**src/core/fag_cfg.svh**
```systemverilog
// Purpose: Constants for the flash access guard.
// Assumes: 64 kB program flash, 512-byte pages, 8 kB lock blocks.
// Notes:   Offsets are the special-register addresses of the core.
`ifndef FAG_CFG_SVH
`define FAG_CFG_SVH

// Special-register offsets
`define FAG_OFS_STORE 8'h8f
`define FAG_OFS_TIMING 8'hb7
`define FAG_OFS_LIMIT 8'hb8

// Reset values
`define FAG_RST_STORE 8'h00
`define FAG_RST_TIMING 8'h80
`define FAG_RST_LIMIT 8'h00

// Writable-bit masks; the rest read as zero
`define FAG_MASK_STORE 8'h07
`define FAG_MASK_TIMING 8'hc1

// Field positions
`define FAG_BIT_ONESHOT 7
`define FAG_BIT_EVERY 6
`define FAG_BIT_SWWE 0
`define FAG_BIT_SCRATCH 2
`define FAG_BIT_PERASE 1
`define FAG_BIT_PWRITE 0

// Flash geometry
`define FAG_WE_LOCK_ADDR 16'hfbfe
`define FAG_RD_LOCK_ADDR 16'hfbff
`define FAG_LOCK_PAGE 7'h7d
`define FAG_LOCK_BLOCK 3'h7
`define FAG_RESV_BASE 16'hfc00
`define FAG_SCRATCH_HI 9'h000
`define FAG_LIMIT_LO 8'h00
`define FAG_ZERO_BYTE 8'h00

`endif

```
**src/core/fag_pkg.sv**
```systemverilog
// Purpose: Types and address decoding shared by the guard modules.
// Assumes: fag_cfg.svh supplies every number.
// Notes:   Decoders are functions because both modules use them.
`include "fag_cfg.svh"

package fag_pkg;

	// Debug-port operation
	typedef enum logic [1:0] {DBG_READ, DBG_WRITE, DBG_ERASE} fag_dbg_type;

	// Firmware operation
	typedef enum logic [1:0] {FW_FETCH, FW_CODE_READ, FW_XMOVE_WRITE} fag_fw_type;

	// Operation handed to the flash array
	typedef enum logic [1:0] {FL_READ, FL_WRITE, FL_ERASE_PAGE, FL_ERASE_ALL} fag_flop_type;

	// Reserved area above the lock bytes
	function automatic logic fag_reserved(input logic [15:0] a);
		return a >= `FAG_RESV_BASE;
	endfunction

	// Page that holds the lock bytes
	function automatic logic fag_lock_page(input logic [15:0] a);
		return a[15:9] == `FAG_LOCK_PAGE;
	endfunction

	// One of the two lock bytes
	function automatic logic fag_lock_byte(input logic [15:0] a);
		return (a == `FAG_WE_LOCK_ADDR) || (a == `FAG_RD_LOCK_ADDR);
	endfunction

endpackage

```
**src/core/fag_chk_if.sv**
```systemverilog
// Purpose: Carries one access request to the policy checker and its verdict back.
// Assumes: Purely combinational between the two ends.
// Notes:   The guard drives the request, the checker the verdict.
`timescale 1ns/100ps

interface fag_chk_if;
	import fag_pkg::*;
	logic is_dbg; // Request comes from the debug port
	fag_dbg_type dbg_op; // Debug operation
	fag_fw_type fw_op; // Firmware operation
	logic [15:0] addr; // Target flash address
	logic [15:0] pc; // Firmware program counter
	logic [7:0] limit; // Access limit high byte
	logic [7:0] rd_lock; // Read lock byte
	logic [7:0] we_lock; // Write/erase lock byte
	logic [7:0] store; // Program store control
	logic [7:0] timing; // Flash timing control
	logic allow; // Access may proceed
	logic zero_read; // Answer zero without touching flash
	logic to_xram; // Write goes to data RAM
	fag_flop_type fl_op; // Flash operation to issue

	modport guard (output is_dbg, dbg_op, fw_op, addr, pc, limit, rd_lock, we_lock, store, timing,
		input allow, zero_read, to_xram, fl_op);
	modport policy (input is_dbg, dbg_op, fw_op, addr, pc, limit, rd_lock, we_lock, store, timing,
		output allow, zero_read, to_xram, fl_op);
endinterface

```
**src/core/fag_policy.sv**
```systemverilog
// Purpose: Decides whether a debug or firmware flash access may proceed.
// Assumes: Inputs are stable for the cycle; no state kept here.
// Notes:   Reserved area is checked first on the debug path; firmware RAM and scratchpad routing come before it.
`timescale 1ns/100ps
`include "fag_cfg.svh"

module fag_policy (
	fag_chk_if.policy chk
);
	import fag_pkg::*;

	logic upper; // Code runs at or above the limit
	logic below; // Target lies below the limit
	logic rd_ok; // Block read-enabled for debug
	logic we_ok; // Block write/erase-enabled for debug
	logic lbyte; // Target is a lock byte
	logic scratch; // Firmware aims at the scratchpad

	// Partition and lock decode
	always_comb begin
		upper = chk.pc >= {chk.limit, `FAG_LIMIT_LO};
		below = chk.addr < {chk.limit, `FAG_LIMIT_LO};
		rd_ok = chk.rd_lock[chk.addr[15:13]];
		we_ok = chk.we_lock[chk.addr[15:13]];
		lbyte = fag_lock_byte(chk.addr);
		scratch = chk.store[`FAG_BIT_SCRATCH];
	end

	// Verdict
	always_comb begin
		chk.allow = 1'b0;
		chk.zero_read = 1'b0;
		chk.to_xram = 1'b0;
		chk.fl_op = FL_READ;
		if (chk.is_dbg) begin
			// Lock bytes restrict only this path
			if (fag_reserved(chk.addr)) begin
				chk.allow = 1'b0;
			end else begin
				unique case (chk.dbg_op)
					DBG_READ: begin
						chk.allow = lbyte || rd_ok;
					end
					DBG_WRITE: begin
						chk.allow = lbyte || we_ok;
						chk.fl_op = FL_WRITE;
					end
					default: begin
						// Erase at a lock byte of a locked page wipes the whole device
						if (lbyte && !chk.we_lock[`FAG_LOCK_BLOCK]) begin
							chk.allow = 1'b1;
							chk.fl_op = FL_ERASE_ALL;
						end else begin
							chk.allow = we_ok;
							chk.fl_op = FL_ERASE_PAGE;
						end
					end
				endcase
			end
		end else if (chk.fw_op == FW_XMOVE_WRITE && !chk.store[`FAG_BIT_PWRITE]) begin
			chk.allow = 1'b1;
			chk.to_xram = 1'b1;
		end else if (scratch && chk.fw_op != FW_FETCH) begin
			// Scratchpad sits outside the main map; limit does not apply
			chk.allow = chk.fw_op != FW_XMOVE_WRITE || chk.timing[`FAG_BIT_SWWE];
			chk.fl_op = chk.fw_op == FW_XMOVE_WRITE ?
				(chk.store[`FAG_BIT_PERASE] ? FL_ERASE_PAGE : FL_WRITE) : FL_READ;
		end else if (fag_reserved(chk.addr)) begin
			chk.allow = 1'b0;
		end else begin
			unique case (chk.fw_op)
				FW_FETCH: begin
					chk.allow = 1'b1;
				end
				FW_CODE_READ: begin
					chk.allow = 1'b1;
					chk.zero_read = upper && below;
				end
				default: begin
					if (!chk.timing[`FAG_BIT_SWWE]) begin
						chk.allow = 1'b0;
					end else if (upper && below) begin
						chk.allow = 1'b0;
					end else if (chk.store[`FAG_BIT_PERASE]) begin
						chk.allow = !fag_lock_page(chk.addr);
						chk.fl_op = FL_ERASE_PAGE;
					end else begin
						chk.allow = 1'b1;
						chk.fl_op = FL_WRITE;
					end
				end
			endcase
		end
	end

endmodule

```
**src/core/fag_guard.sv**
```systemverilog
// Purpose: Flash access guard: lock bytes, access limit and program store controls.
// Assumes: Flash array answers fl_rdata combinationally for fl_addr in the issue cycle.
// Notes:   One request in flight; request at edge 0, flash strobe cycle 1, answer cycle 2.
// Functional notes
// Debug: unlocked pages usable, locked pages refused
// Debug may always read and write lock bytes
// Debug erase of unlocked lock page allowed
// Locked lock page needs full device erase
// Reserved area refuses every access
// Lock bytes never restrict firmware
// Lower firmware reaches all but lock-page erase
// Firmware never erases the lock page
// Firmware may read and write lock page
// Upper firmware blocked below the limit
// Upper firmware free at or above limit
// Fetches below the limit always allowed
// One-shot bit turns sense amps off
// Read-always bit reads every cycle
// Timing reserved bits read zero
// Firmware write/erase needs enable bit
// Scratch select redirects to scratchpad sector
// Erase enable turns writes into page erase
// Write enable off sends writes to RAM
// Store control upper bits zero, reset zero
// Limit is byte times 256, write once
// Upper code read of lower returns zero
// Each lock bit governs one block
// Refusals change nothing and never stall
`timescale 1ns/100ps
`include "fag_cfg.svh"

module fag_guard (
	input wire logic clock,
	input wire logic rst,
	input wire logic ce,
	input wire logic [7:0] sfr_addr,
	input wire logic sfr_wr,
	input wire logic sfr_rd,
	input wire logic [7:0] sfr_wdata,
	output logic [7:0] sfr_rdata,
	input wire logic dbg_req,
	input wire fag_pkg::fag_dbg_type dbg_op,
	input wire logic [15:0] dbg_addr,
	input wire logic [7:0] dbg_wdata,
	input wire logic fw_req,
	input wire fag_pkg::fag_fw_type fw_op,
	input wire logic [15:0] fw_addr,
	input wire logic [15:0] fw_pc,
	input wire logic [7:0] fw_wdata,
	input wire logic [7:0] rd_lock_byte,
	input wire logic [7:0] we_lock_byte,
	input wire logic [7:0] fl_rdata,
	output logic fl_valid,
	output fag_pkg::fag_flop_type fl_op,
	output logic [15:0] fl_addr,
	output logic [7:0] fl_wdata,
	output logic fl_scratch,
	output logic fl_read,
	output logic sense_on,
	output logic xram_wr,
	output logic fw_ack,
	output logic dbg_ack,
	output logic rsp_denied,
	output logic [7:0] rsp_rdata
);
	import fag_pkg::*;

	// Whole state of the guard
	typedef struct packed {
		logic [7:0] timing; // Flash timing control
		logic [7:0] store; // Program store control
		logic [7:0] limit; // Access limit register
		logic limit_locked; // Limit already written since reset
		logic [7:0] sfr_rdata; // Register read answer
		logic issue; // A request sits in the issue stage
		logic iss_dbg; // It came from the debug port
		logic iss_deny; // It was refused
		logic iss_zero; // It answers zero without flash
		logic fl_valid; // Flash strobe
		fag_flop_type fl_op; // Flash operation
		logic [15:0] fl_addr; // Flash or RAM address
		logic [7:0] fl_wdata; // Flash or RAM data
		logic fl_scratch; // Scratchpad sector selected
		logic fl_read; // Sense strobe
		logic sense_on; // Sense amps powered
		logic xram_wr; // Data RAM write strobe
		logic fw_ack; // Firmware answer
		logic dbg_ack; // Debug answer
		logic rsp_denied; // Answer marks a refusal
		logic [7:0] rsp_rdata; // Answer data
	} fag_state_type;

	fag_state_type state; // Registered state
	fag_state_type next_state; // Value for the next edge
	fag_chk_if chk (); // Request to the checker
	logic take; // A request is accepted this cycle
	logic rd_issue; // Accepted request reads the array

	fag_policy u_policy (
		.chk(chk)
	);

	// Present the pending request; debug wins a tie, firmware simply waits
	always_comb begin
		chk.is_dbg = dbg_req;
		chk.dbg_op = dbg_op;
		chk.fw_op = fw_op;
		chk.addr = dbg_req ? dbg_addr : fw_addr;
		chk.pc = fw_pc;
		chk.limit = state.limit;
		chk.rd_lock = rd_lock_byte;
		chk.we_lock = we_lock_byte;
		chk.store = state.store;
		chk.timing = state.timing;
	end

	// Next-state logic
	always_comb begin
		next_state = state;
		next_state.fl_valid = 1'b0;
		next_state.xram_wr = 1'b0;
		next_state.fw_ack = 1'b0;
		next_state.dbg_ack = 1'b0;
		next_state.issue = 1'b0;
		next_state.sfr_rdata = `FAG_ZERO_BYTE;
		// Only one request in flight, so a request held through its answer cycle is not taken twice
		take = !state.issue && !state.fw_ack && !state.dbg_ack && (dbg_req || fw_req);
		rd_issue = take && chk.allow && !chk.zero_read && !chk.to_xram && chk.fl_op == FL_READ;

		// Register writes
		if (sfr_wr) begin
			if (sfr_addr == `FAG_OFS_TIMING) begin
				next_state.timing = sfr_wdata & `FAG_MASK_TIMING;
			end else if (sfr_addr == `FAG_OFS_STORE) begin
				next_state.store = sfr_wdata & `FAG_MASK_STORE;
			end else if (sfr_addr == `FAG_OFS_LIMIT && !state.limit_locked) begin
				next_state.limit = sfr_wdata;
				next_state.limit_locked = 1'b1;
			end
		end

		// Register reads; unmapped offsets answer zero
		if (sfr_rd) begin
			if (sfr_addr == `FAG_OFS_TIMING) begin
				next_state.sfr_rdata = state.timing;
			end else if (sfr_addr == `FAG_OFS_STORE) begin
				next_state.sfr_rdata = state.store;
			end else if (sfr_addr == `FAG_OFS_LIMIT) begin
				next_state.sfr_rdata = state.limit;
			end
		end

		// Issue stage: refused requests leave the array untouched
		if (take) begin
			next_state.issue = 1'b1;
			next_state.iss_dbg = dbg_req;
			next_state.iss_deny = !chk.allow;
			next_state.iss_zero = chk.zero_read;
			next_state.fl_addr = chk.addr;
			next_state.fl_wdata = dbg_req ? dbg_wdata : fw_wdata;
			next_state.fl_op = chk.fl_op;
			// Fetches and data RAM writes keep the full address even with the scratchpad selected
			next_state.fl_scratch = !dbg_req && chk.fw_op != FW_FETCH && !chk.to_xram
				&& state.store[`FAG_BIT_SCRATCH];
			if (next_state.fl_scratch) begin
				// Only the low seven bits reach the scratchpad
				next_state.fl_addr = {`FAG_SCRATCH_HI, chk.addr[6:0]};
			end
			if (chk.to_xram) begin
				next_state.xram_wr = 1'b1;
			end else if (chk.allow && !chk.zero_read) begin
				next_state.fl_valid = 1'b1;
			end
		end

		// Sense control: every-cycle mode strobes regardless of traffic
		next_state.fl_read = state.timing[`FAG_BIT_EVERY] || rd_issue;
		next_state.sense_on = !state.timing[`FAG_BIT_ONESHOT] || next_state.fl_read;

		// Answer stage, never held back by a refusal
		if (state.issue) begin
			next_state.dbg_ack = state.iss_dbg;
			next_state.fw_ack = !state.iss_dbg;
			next_state.rsp_denied = state.iss_deny;
			next_state.rsp_rdata = (state.fl_valid && state.fl_op == FL_READ) ? fl_rdata : `FAG_ZERO_BYTE;
		end
	end

	// State register; clock enable freezes everything
	always_ff @(posedge clock) begin
		if (rst) begin
			state <= '0;
			state.timing <= `FAG_RST_TIMING;
			state.store <= `FAG_RST_STORE;
			state.limit <= `FAG_RST_LIMIT;
			state.sense_on <= 1'b1;
			state.fl_op <= FL_READ;
		end else if (ce) begin
			state <= next_state;
		end
	end

	// Outputs straight from the state register
	always_comb begin
		sfr_rdata = state.sfr_rdata;
		fl_valid = state.fl_valid;
		fl_op = state.fl_op;
		fl_addr = state.fl_addr;
		fl_wdata = state.fl_wdata;
		fl_scratch = state.fl_scratch;
		fl_read = state.fl_read;
		sense_on = state.sense_on;
		xram_wr = state.xram_wr;
		fw_ack = state.fw_ack;
		dbg_ack = state.dbg_ack;
		rsp_denied = state.rsp_denied;
		rsp_rdata = state.rsp_rdata;
	end
endmodule

```
**config.mk**
```make
export PLATFORM = sky130hd
export DESIGN_NAME = fag_guard
export DESIGN_NICKNAME = d
export VERILOG_FILES = /design/src/core/fag_pkg.sv /design/src/core/fag_chk_if.sv /design/src/core/fag_policy.sv /design/src/core/fag_guard.sv
export VERILOG_INCLUDE_DIRS = /design/src /design/src/core
export SDC_FILE = /design/constraint.sdc
export NUM_CORES = 1
export LEC_CHECK = 0
export BUFFER_PORTS_ARGS = -buffer_cell sky130_fd_sc_hd__buf_2
export CORE_MARGIN = 2
export CORE_UTILIZATION = 52
export DETAILED_ROUTE_END_ITERATION = 8
export GPL_TIMING_DRIVEN = 0
export PLACE_DENSITY = 0.92
export SETUP_SLACK_MARGIN = 0.5
export SYNTH_ARGS = -nofsm -noshare
export SYNTH_HDL_FRONTEND = slang
export SYNTH_SLANG_ARGS = --single-unit
```
**constraint.sdc**
```tcl
create_clock -name clock -period 4.55 [get_ports clock]
set_input_delay 0.2275 -clock clock [delete_from_list [all_inputs] [get_ports clock]]
set_output_delay 0.2275 -clock clock [all_outputs]
set_load 0.01 [all_outputs]
```
======== Yosys cells after proc, flatten, opt, wreduce, memory -nomap -nowiden ========
Cells that the tools add are included.
cells by class
  order comparisons ....................... 4
  multiplexer cells ....................... 48
  reductions and logical operators ........ 48
  eq/ne operators ......................... 10
  bitwise gates (word level) .............. 2
operators with widths
  cell                  count
  $mux 8                6
  $eq 16x16->1 const B  2
  $mux 16               2
  $mux 32               1
  $eq 8x8->1 const B    3
  $mux 1                24
  $mux 2                10
  $logic_and 1x1->1     17
  $ge 16x16->1          1
  $ge 16x16->1 const B  1
  $lt 16x16->1          1
  $logic_not 1->1       13
  $mux 11               1
  $logic_not 2->1       4
  $eq 7x7->1 const B    1
  $logic_or 1x1->1      7
  $bmux 1 s3            2
  $reduce_and 5->1      1
  $eq 2x1->1 const B    2
  $lt 3x4->1 const B    1
  $pmux 2 s2            1
  $reduce_and 2->1      2
  $reduce_and 4->1      1
  $reduce_and 3->1      1
  other kinds (6)       7
storage, ports and cells
  bits of input ports ..................... 115
  output and inout bits ................... 50
  logic and storage cells ................. 133
  register bits ........................... 69

======== Logic depth before layout (Yosys ltp) ========
Gate-level depths: netlist (run 1).
  depth in word-level cells ............... 17
  depth in mapped cells ................... 14
  gate-level depth less buffers ........... 11

======== Cells and area by module ========
A second synthesis (run 1) with hierarchy kept.
second synthesis, totals
  cell total of the unflattened synthesis .. 426
  area, all modules ....................... 3947.5 µm²
by module, submodules not included
  module      area each (µm²)  times used  cells an instance  sequential area each (µm²)
  fag_guard   3140.5           1           326                1361.3
  fag_policy  807.0            1           100                0.0

======== Worst setup path after synthesis (run 1) ========
Ideal clock, no wire load.
  path type ............................... input to register
  start ................................... input dbg_req
  end ..................................... register state (netlist bit fl_read)
  required time ........................... 4.462 ns
  path buffers ............................ 4
  slack ................................... 1.903 ns
  data arrival time ....................... 2.559 ns
  stages on the path ...................... 14
  setup time .............................. 0.088 ns
  cell sequence ........................... buf_6 buf_6 buf_4 buf_2 mux2_2 ha_1 nand4_1 nor2_1 o31ai_2 o211ai_1 a32oi_1 a41oi_2 nand3_1 a311oi_2
on the way
  longest elaborated chain between the ends .. 16
  elaborated cells on any way between the ends .. 53
  classes of those cells .................. 2 x order compare; 3 x eq/ne; 32 x mux; 16 x reduce/logical
RTL lines
  element                                                RTL line          RTL
  start, declared                                        fag_guard.sv:41   input wire logic dbg_req,
  branches (longest 14 deep; another with $lt 16x16->1)  --
  $logic_and 1x1->1 (*)                                  fag_guard.sv:128  rd_issue = take && chk.allow && !chk.zero_read && !chk.to_xram && chk.fl_op == FL_READ;
  $logic_or 1x1->1 (*)                                   fag_guard.sv:177  next_state.fl_read = state.timing[`FAG_BIT_EVERY] || rd_issue;
  end signal, assigned                                   fag_guard.sv:199  state <= next_state;
  end, declared                                          fag_guard.sv:93   fag_state_type state;
Mark *: on every way between the ends. The select of a mux whose other input is x is not followed.
A chain may end at the register's enable or synchronous reset.

======== Worst setup path in the final report (run 1) ========
Ends and elaborated chain as after synthesis.

==> metrics.txt, run 1 <==
status=completed; cell count after synthesis=466; PnR worst setup slack=1.69 ns; sw power=0.375 mW; Worst Setup Start Kind=input pin; DRT Pass-1 Iters=5; asr flop ratio synth=0; hold_buf cts=0; first-pass GRT wire length=about 18 mm; post-synthesis to final-layout area growth=28.0%; Critical Path Sink Type=flip-flop; top cells by area, synth=dfxtp_1 35%, buf_4 8.2%, nor2_1 7.4%; H-tree depth=3; IO Pins=165; Routed Antenna Nets=0; placed cells=approximately 730; Core Area=0.00729 mm²; Clock Path Buffers=2; clock sinks=68; initial antenna violation count=0; Hold Path Class=in2reg; Finished Cell Area=0.00502 mm²; leakage power=2.33 nW; Peak Freq=349 MHz; GRT overflow=0; number of synthesized flops with an enable pin=0; CP required=4.80 ns; Slew HR=0.329; Clock Skew=around 0.0046 ns; total CTS buffers=9; port bufs=161; DP HPWL=9.11 mm; top-count cell post-synth=nor2_1; TNS Setup=0 ns; sequential share of power=0.469; Die Y=just over 90 µm; vias=4108; Mapped Nets=between 500 and 600; Worst Setup Path Type=in2reg; Final Hold Viols=0; starting density of the core=0.538; DR WL/cell=about 15 µm; DR vias/cell=5.54; Primary FF master, synth=dfxtp_1; sequential area share after synthesis=0.347; Die Span X=between 90 and 100 µm; CTS clk-pin slew, worst paths=~0.070 ns; fin. max-slew vios=0; cells on worst reg2reg path=10; nets=approximately 770; PwrDens=around 270 mW/mm²; internal power=0.982 mW; unrepaired setup endpoints after global routing=false; Ant. Diodes=0; Synth top cells by count=77 x nor2_1, 68 x dfxtp_1, 43 x buf_4, 28 x mux2i_1, 28 x nand2_1; minimum clock period=2.86 ns; final cell count without fillers=741; Yosys top cell by area=dfxtp_1; die area=0.00825 mm²; critical path arrival=3.12 ns; Hold Path Depth=3; root buffer cell=clkbuf_8; Switching Fraction=0.276; Mapped Avg Cell Area=8.42 µm²; DRC viols=0; final setup vio count=0; post-synth top area share=0.347; maximum vdd drop=roughly 170 µV; CTS tree=yes; Place WS=1.36 ns; Critical Path Fanout Max=10; Final Cycle Share=0.629; synthesized flop and latch total=roughly 70; YS warnings=0; overall routing resource usage=0.277; Setup Fix Bufs, Post-CTS=0; Post-CTS Resized=0; via count of the first global-routing pass=around 4100; cell area after synthesis=0.00392 mm²; Final GP Congestion=about 0.94; placed cell areas=0.00485 mm²; drt initial violations=266; Yosys cell types=55; Slew @ Worst Pin=0.998 ns; row cnt=31; Max Cap Viol=0; Post-Route WL=11.3 mm; Clk pwr share=0.317; clock latency on the worst-skew pair=0.34 ns; Comb pwr share=0.214; maximum number of pins on one net before global-route repair=11; layout cell share with drive strength beyond 1=0.377
-- layout by cell type, fill, tap and decap left out, types with 7 or more instances in the layout --
| cell | count |
|---|---|
| clkbuf_1 | 13 |
| inv_1 | 14 |
| nand2_1 | 28 |
| mux2i_1 | 28 |
| dfxtp_1 | 68 |
| o21ai_0 | 8 |
| clkbuf_8 | 11 |
| nor2b_1 | 12 |
| ha_1 | 15 |
| a211oi_1 | 16 |
| a22oi_1 | 24 |
| nor2_1 | 77 |
| nor3_1 | 10 |
| buf_4 | 43 |
| nand3_1 | 18 |
| a21oi_1 | 18 |
| nand4_1 | 7 |
| buf_2 | 167 |
-- registers in the layout, indices dropped and copies added, names as in the netlist, 2 cells and up --
signal and flops:
chk.limit 8, chk.store 3, chk.timing 3, fl_addr 16, fl_op 2, fl_wdata 8, rsp_rdata 8, sfr_rdata 8
state 4
-- path summary, 6_finish.rpt --
kind / startpoint / end / slack, ns
max reg2reg: chk.limit[1]$_SDFFE_PP0P_ / fl_read$_SDFFE_PP0P_ / 2.06
max: dbg_req / fl_read$_SDFFE_PP0P_ / 1.69
min: sfr_wdata[5] / chk.limit[5]$_SDFFE_PP0P_ / 0.12
min reg2reg: rsp_denied$_SDFFE_PP0P_ / rsp_denied$_SDFFE_PP0P_ / 0.45
-- critical path, stage by stage --
cell      delay, ns
buf_6          0.11
buf_6          0.15
buf_4          0.18
buf_2          0.34
mux2_2         0.42
ha_1           0.29
nand4_1        0.08
nor2_1         0.15
o31ai_2        0.09
o211ai_1       0.19
a32oi_1        0.17
a41oi_2        0.25
nand3_1        0.17
a311oi_2       0.28
-- routing by layer --
| metal | share of wire | GRT usage | vias to the layer above |
|---|---|---|---|
| met1 | 0.39 | 0.317 | 1893 |
| met4 | 0.028 | 0.0934 | 0 |
| met5 | 0 | 0 | - |
| met3 | 0.093 | 0.0718 | 34 |
| met2 | 0.49 | 0.499 | 205 |
| li1 | - | - | 1976 |
-- power groups by stage --
stage / clock [mW] / sequential (mW) / combinational [mW]
global placement: 0 / 0.649 / 0.277
floorplan: 0 / 0.648 / 0.170
global route: 0.467 / 0.639 / 0.319
CTS: 0.438 / 0.637 / 0.289
finish: 0.430 / 0.637 / 0.290
detailed placement: 0 / 0.650 / 0.288
-- stage by stage --
stage          total power [mW]   util  hold slack [ns]
3_3_place_gp              0.926  0.665            0.445
5_1_grt                    1.43  0.689            0.121
2_1_floorplan             0.817      -            0.345
3_5_place_dp              0.938  0.665            0.444
4_1_cts                    1.36  0.689            0.111
6_report                   1.36  0.689            0.120
-- logic make-up after synthesis --
kind of cell               Yosys count  synth area share
muxes                               36            0.0986
DFF                                 68             0.347
buffers and inverters               79             0.122
adders and majority gates           15            0.0478
and+or+nand+nor                    176             0.216
AOI/OAI and AO/OA                   92             0.168
-- area by class of cell --
| class | instances | area, µm² |
|---|---|---|
| fill | 650 | 2270 |
| multi-input combinational | 319 | 2080 |
| sequential | 68 | 1360 |
| timing repair buffer | 161 | 806 |
| buffer | 64 | 424 |
| clock buffer | 13 | 159 |
| tap | 99 | 124 |
| inverter | 15 | 56.3 |
| clock inverter | 2 | 10.0 |
(Power assumes the default switching activity.)
==> run 2, diff against run 1 <==
ABC_AREA = 1   (was unset)
CORE_UTILIZATION = 49   (was 52)
PLACE_DENSITY = 0.87   (was 0.92)
clock period = 2.9 ns   (was 4.55 ns; I/O delays follow)
==> run 2 against run 1 <==
Net effect: global-route usage fell by 2.1 points; setup slack got worse by 0.91 ns; sequential power rose by 57%; routed wire length rose by 5.0%; highest routed layer unchanged; count of clock-buffer cells in the layout fell by 1; first-iteration DRC count rose by 15%; power rose by 73%.
==> metrics.txt, run 2 <==
root buffer cell=clkbuf_8; maximum number of pins on one net before global-route repair=12; Final Cycle Share=0.734; Switching Fraction=0.276; Yosys top cell by area=dfxtp_1; Post-Synth Simple-Gate Area=0.294; minimum clock period=around 2.1 ns; FILL cells=720; compound-gate portion of the synthesized area=0.156; Slew HR=0.407; most used cell, CP=nand2_1; crit-path cells=inv_1 > ha_1 > nand2_1 > inv_1 > nand2_1 > nor2_1 > nand2_1 > nand3_1 > nand2_1 > inv_1 > nand2_1 > nand2_1 > nand2_1 > nand2_1 > nand2_1 > nand2_2 > nor2_4 > nand2_2 > nand3_1 > nand2_1 > nand2_1; Synth Area in Adders=0.0462; Setup Fix Bufs, Post-CTS=0; internal power=about 1.7 mW; Primary FF master, synth=dfxtp_1; Die Y=95.1 µm; XOR/XNOR share of the synthesized area=0; sw power=approximately 0.65 mW; IO Pins=165; Finished Core Util=0.643; Power Total=2.35 mW; Setup crit start=chk.limit[7]$_SDFFE_PP0P_; max reg flops=16; Post-CTS Resized=0; CP bufs+invs=3; Critical Path Sink Type=flip-flop; Slew @ Worst Pin=0.887 ns; fin. max-slew vios=0; YS warnings=0; cell area after synthesis=roughly 0.0041 mm²; Yosys cell types=33; commonest non-fill, non-tap cell in the layout=nand2_1; nets=918; row cnt=33; DR WL/cell=13.2 µm; mux cell area share after synthesis=0; via count of the first global-routing pass=between 4000 and 5000; DR vias/cell=5.08; leakage power=about 2.8 nW; maximum vdd drop=about 220 µV; clock latency on the worst-skew pair=between 0.3 and 0.4 ns; Post-Route WL=between 10 and 15 mm; Critical R2R Capture=sense_on$_SDFFE_PP1P_; Clk pwr share=0.364; Worst Hold Endpoint=rsp_rdata[4]$_SDFFE_PP0P_; CP max stage cell=dfxtp_1; H-tree depth=3; Routed Antenna Nets=0; Worst Setup Start Kind=flip-flop; asr flop ratio synth=0; unrepaired setup endpoints after global routing=false; Largest stage delay, worst path=0.33 ns; TNS Setup=0 ns; top cells by area, synth=dfxtp_1 33%, nand2_1 17%, buf_4 7.9%; sequential cell area=0.00136 mm²; hold path startpoint=fl_rdata[4]; Clock Skew=about 0.0063 ns; DRT Pass-1 Iters=5; Hold Path Class=in2reg; sequential share of power=0.427; Final Hold Viols=0; clock sinks=68; final setup vio count=0; minimum hold slack=approximately 0.061 ns; total CTS buffers=9; PwrDens=450 mW/mm²; critical path arrival=2.35 ns; die area=0.00904 mm²; drt initial violations=305; DP HPWL=9.28 mm; initial antenna violation count=0; CP top delay family=simple AND/OR/NAND/NOR gates; Mapped Avg Cell Area=~6.6 µm²; most frequent cells in the layout=181 x nand2_1, 165 x buf_2, 70 x inv_1, 68 x dfxtp_1, 56 x a21oi_1; cell count after synthesis=614; DRC viols=0; status=completed; CTS clk-pin slew, worst paths=0.07 ns; port bufs=163; cells on worst reg2reg path=21; Final GP Congestion=0.989; CTS tree=yes; flop2flop setup slack=0.77 ns; vias=4564; Ant. Diodes=0; hold_buf cts=0; Comb pwr share=0.209; r2r startpoint=chk.limit[7]$_SDFFE_PP0P_; sequential area share after synthesis=0.335; first-pass GRT wire length=18.5 mm; Max Cap Viol=0; number of synthesized flops with an enable pin=0; Hold Path Depth=3; Critical Path Fanout Max=4; Mapped Nets=approximately 740; layout cell share with drive strength beyond 1=0.317; Core Area=between 0.008 and 0.009 mm²; CP required=approximately 3.1 ns; area of the multi-input gates=approximately 0.0020 mm²; synthesized flop and latch total=68; Worst Setup Path Type=reg2reg; Synth top cells by count=181 x nand2_1, 70 x inv_1, 68 x dfxtp_1, 56 x a21oi_1, 43 x buf_4; Peak Freq=470 MHz; top-count cell post-synth=nand2_1; post-synth top area share=0.335; starting density of the core=0.500; post-synthesis to final-layout area growth=28.7%; Clock Path Buffers=2; overall routing resource usage=0.256; Die Span X=roughly 95 µm; main combinational cell family by area after synthesis=simple AND/OR/NAND/NOR gates; GRT overflow=0
==> run 2: cell types whose count changed in the layout (fill, tap and decap cells not counted), moves of 28 or more <==
cell / change
inv_1: +56
nor2_1: -43
o21ai_0: +31
a21oi_1: +38
nand2_1: +153
mux2i_1: -28
==> run 2: kinds of logic after synthesis <==
family | count (synthesis)
AND/OR/NAND/NOR | 279
buffers and inverters | 134
AO/OA/AOI/OAI | 118
flip-flops | 68
adder cells (fa/ha/maj) | 15
==> run 2: how the worst max path moves through the flow <==
stage                     depth (start not counted)                    end  slack [ns]
after floorplan                                  16  sense_on$_SDFFE_PP1P_        1.03
after global placement                           17  sense_on$_SDFFE_PP1P_        0.64
after detailed placement                         17  sense_on$_SDFFE_PP1P_        0.56
after CTS                                        17  sense_on$_SDFFE_PP1P_        0.80
after global routing                             21  sense_on$_SDFFE_PP1P_        0.53
final                                            21  sense_on$_SDFFE_PP1P_        0.77
==> run 2: metal layers <==
| metal | GRT usage | vias up | wire length [µm] |
|---|---|---|---|
| li1 | - | 2270 | - |
| met1 | 0.309 | 2063 | 4910 |
| met2 | 0.445 | 190 | 5910 |
| met3 | 0.0490 | 41 | 678 |
| met4 | 0.105 | 0 | 325 |
| met5 | 0 | - | 0 |
==> run 2: power by group through the flow <==
stage | registers [mW] | logic, mW | clock network [mW]
2_1_floorplan | 1.02 | 0.297 | 0
3_3_place_gp | 1.02 | 0.468 | 0
3_5_place_dp | 1.02 | 0.486 | 0
4_1_cts | 1.00 | 0.489 | 0.854
5_1_grt | 1.01 | 0.547 | 0.901
6_report | 1.00 | 0.493 | 0.855
==> run 2: cell type report <==
class,count,share of cell area
multi-input cells,412,0.386
clock buffers,12,0.0277
repair buffers,163,0.156
well taps,105,0.0251
plain buffers,62,0.0794
flip-flops and latches,68,0.260
clock inverters,4,0.0139
inverters,72,0.0517
==> run 2: tightest hold or removal path, stage by stage <==
cell     delay, ns
buf_2         0.09
nand2_1       0.05
a21oi_1       0.06
==> run 2: through the flow <==
stage | setup slack (ns) | instance area (µm²) | std cells
after floorplan | 1.03 | 4060 | 614
after detailed placement | 0.556 | 5010 | 882
final | 0.773 | 5230 | 898
after global placement | 0.641 | 5010 | 882
after CTS | 0.800 | 5230 | 898
after global routing | 0.526 | 5230 | 898
==> run 3, diff against run 2 <==
CORE_UTILIZATION = 44   (was 49)
PLACE_DENSITY = 0.83   (was 0.87)
clock period = 1.8 ns   (was 2.9 ns; I/O delays follow)
==> run 3 against run 2 <==
Net effect: the run now ends with hold timing, setup timing left; critical path depth decreased by 3; via count increased by 4.9%; die area increased by 11%; first-iteration DRC count decreased by 35%; count of clock-buffer cells in the layout decreased by 1; combinational power increased by 110%; sequential power increased by 63%; final cell count increased by 5.2%; register-to-register slack got worse by 0.96 ns; critical path type unchanged.
==> metrics.txt, run 3 (synthesized netlist as in run 2, its figures left out) <==
Final Cycle Share=1.10; Finished Cell Area=0.00610 mm²; drt initial violations=about 200; Slew HR=0.512; status=finished, violations left; Power Total=4.24 mW; r2r startpoint=chk.limit[7]$_SDFFE_PP0P_; hold path startpoint=fw_wdata[3]; fin. max-slew vios=0; minimum hold slack=-0.000665 ns; overall routing resource usage=0.253; most frequent cells in the layout=164 x buf_2, 163 x nand2_1, 58 x inv_1, 57 x dfxtp_1, 53 x buf_4; commonest non-fill, non-tap cell in the layout=buf_2; CP bufs+invs=4; DP HPWL=8.77 mm; clock latency on the worst-skew pair=around 0.35 ns; PnR worst setup slack=-0.189 ns; final setup vio count=5; Place WS=-0.368 ns; clock sinks=68; crit-path cells=inv_4 > ha_4 > nand2_2 > inv_2 > nand2_2 > nor2_1 > nand2_1 > nand3_1 > nand2_1 > inv_1 > nand2_2 > buf_4 > nor3_2 > nor2_4 > nand2_2 > nand3_2 > nand2_1 > nand2_1; Critical Path Sink Type=flip-flop; H-tree depth=3; Worst Setup Path Type=reg2reg; Setup crit start=chk.limit[7]$_SDFFE_PP0P_; first-pass GRT wire length=about 20 mm; Critical Path Fanout Max=4; port bufs=163; row cnt=35; die area=0.0100 mm²; Final GP Congestion=0.900; initial antenna violation count=0; CP required=2.04 ns; Worst Setup Start Kind=flip-flop; Final Hold Viols=2; minimum clock period=just under 2 ns; CP max stage cell=dfxtp_2; failing checks=hold timing, setup timing; root buffer cell=clkbuf_8; Finished Core Util=0.670; Max Cap Viol=0; Die Y=100 µm; nets=959; via count of the first global-routing pass=4521; Clock Path Buffers=2; leakage power=3.08 nW; critical path arrival=2.23 ns; Clock Skew=0.0181 ns; DRT Pass-1 Iters=5; Ant. Diodes=0; maximum vdd drop=431 µV; Die Span X=100 µm; Slew @ Worst Pin=0.733 ns; post-synthesis to final-layout area growth=50.2%; DR vias/cell=5.06; unrepaired setup endpoints after global routing=true; DR WL/cell=approximately 14 µm; total CTS buffers=9; CTS tree=yes; IO Pins=165; starting density of the core=0.446; placed cell areas=0.00517 mm²; Largest stage delay, worst path=0.35 ns; CTS clk-pin slew, worst paths=0.08 ns; DRC viols=0; PwrDens=~700 mW/mm²; maximum number of pins on one net before global-route repair=13; GRT overflow=0; CP top delay family=simple AND/OR/NAND/NOR gates; Routed Antenna Nets=0; layout cell share with drive strength beyond 1=0.426; FILL cells=750; max reg flops=16; Post-Route WL=13.4 mm; Hold Path Class=in2reg; Peak Freq=about 500 MHz; vias=4786; Core Area=0.00911 mm²
## run 3: changes by cell type in the layout (fill, tap and decap cells not counted), moves of 12 or more
cell           previous run  this run
nand2_2                  10        23
dlygate4sd3_1             0        20
nand2_1                 181       163
inv_1                    70        58
o21ai_0                  39        26
## run 3: final timing paths
path / end / slack [ns] / depth (start not counted)
worst max-delay path: sense_on$_SDFFE_PP1P_ / -0.19 / 18
worst min-delay path: fl_wdata[3]$_SDFFE_PP0P_ / -0.0007 / 3
worst max register to register: sense_on$_SDFFE_PP1P_ / -0.19 / 18
worst min register to register: xram_wr$_SDFFE_PP0P_ / 0.47 / 2
## run 3: cell type report
cell class	instances	area [µm²]	area share
Multi-Input combinational cell	413	2360	0.386
Sequential cell	68	1380	0.225
Timing Repair Buffer	203	1210	0.198
Buffer	62	492	0.0805
Inverter	72	285	0.0467
Clock buffer	11	141	0.0232
Tap cell	111	139	0.0228
Clock inverter	5	106	0.0174
## run 3: metal layers
layer / GRT usage / up-vias / part of all wire
li1: - / 2355 / -
met1: 0.317 / 2158 / 0.42
met2: 0.432 / 222 / 0.48
met3: 0.0390 / 51 / 0.063
met4: 0.110 / 0 / 0.037
met5: 0 / - / 0
## run 3: worst reg2reg max path, stage by stage, from the launching register on
cell and delay, ns:
dfxtp_2 0.35, inv_4 0.05, ha_4 0.26, nand2_2 0.05, inv_2 0.04, nand2_2 0.05, nor2_1 0.09, nand2_1 0.05
nand3_1 0.07, nand2_1 0.06, inv_1 0.06, nand2_2 0.08, buf_4 0.14, nor3_2 0.18, nor2_4 0.07, nand2_2 0.09
nand3_2 0.06, nand2_1 0.07, nand2_1 0.05
## run 3: through the flow
step / TNS, ns / cells
6_report: -0.592 / 945
2_1_floorplan: 0 / 614
4_1_cts: -0.380 / 936
3_5_place_dp: -1.55 / 888
3_3_place_gp: -1.42 / 888
5_1_grt: -1.23 / 945
## run 3: report_power, final
part           switching (mW)  internal (mW)
clock network           0.616          0.964
logic                   0.533          0.497
registers              0.0520           1.58
## run 3: timing repair
item,CTS,global route
cloned,4,1
endpoints found under the setup margin,44,42
resized for setup,50,48
pin swaps,12,26
hold buffers,20,0
hold endpoints to repair,16,0
buffers inserted,8,8
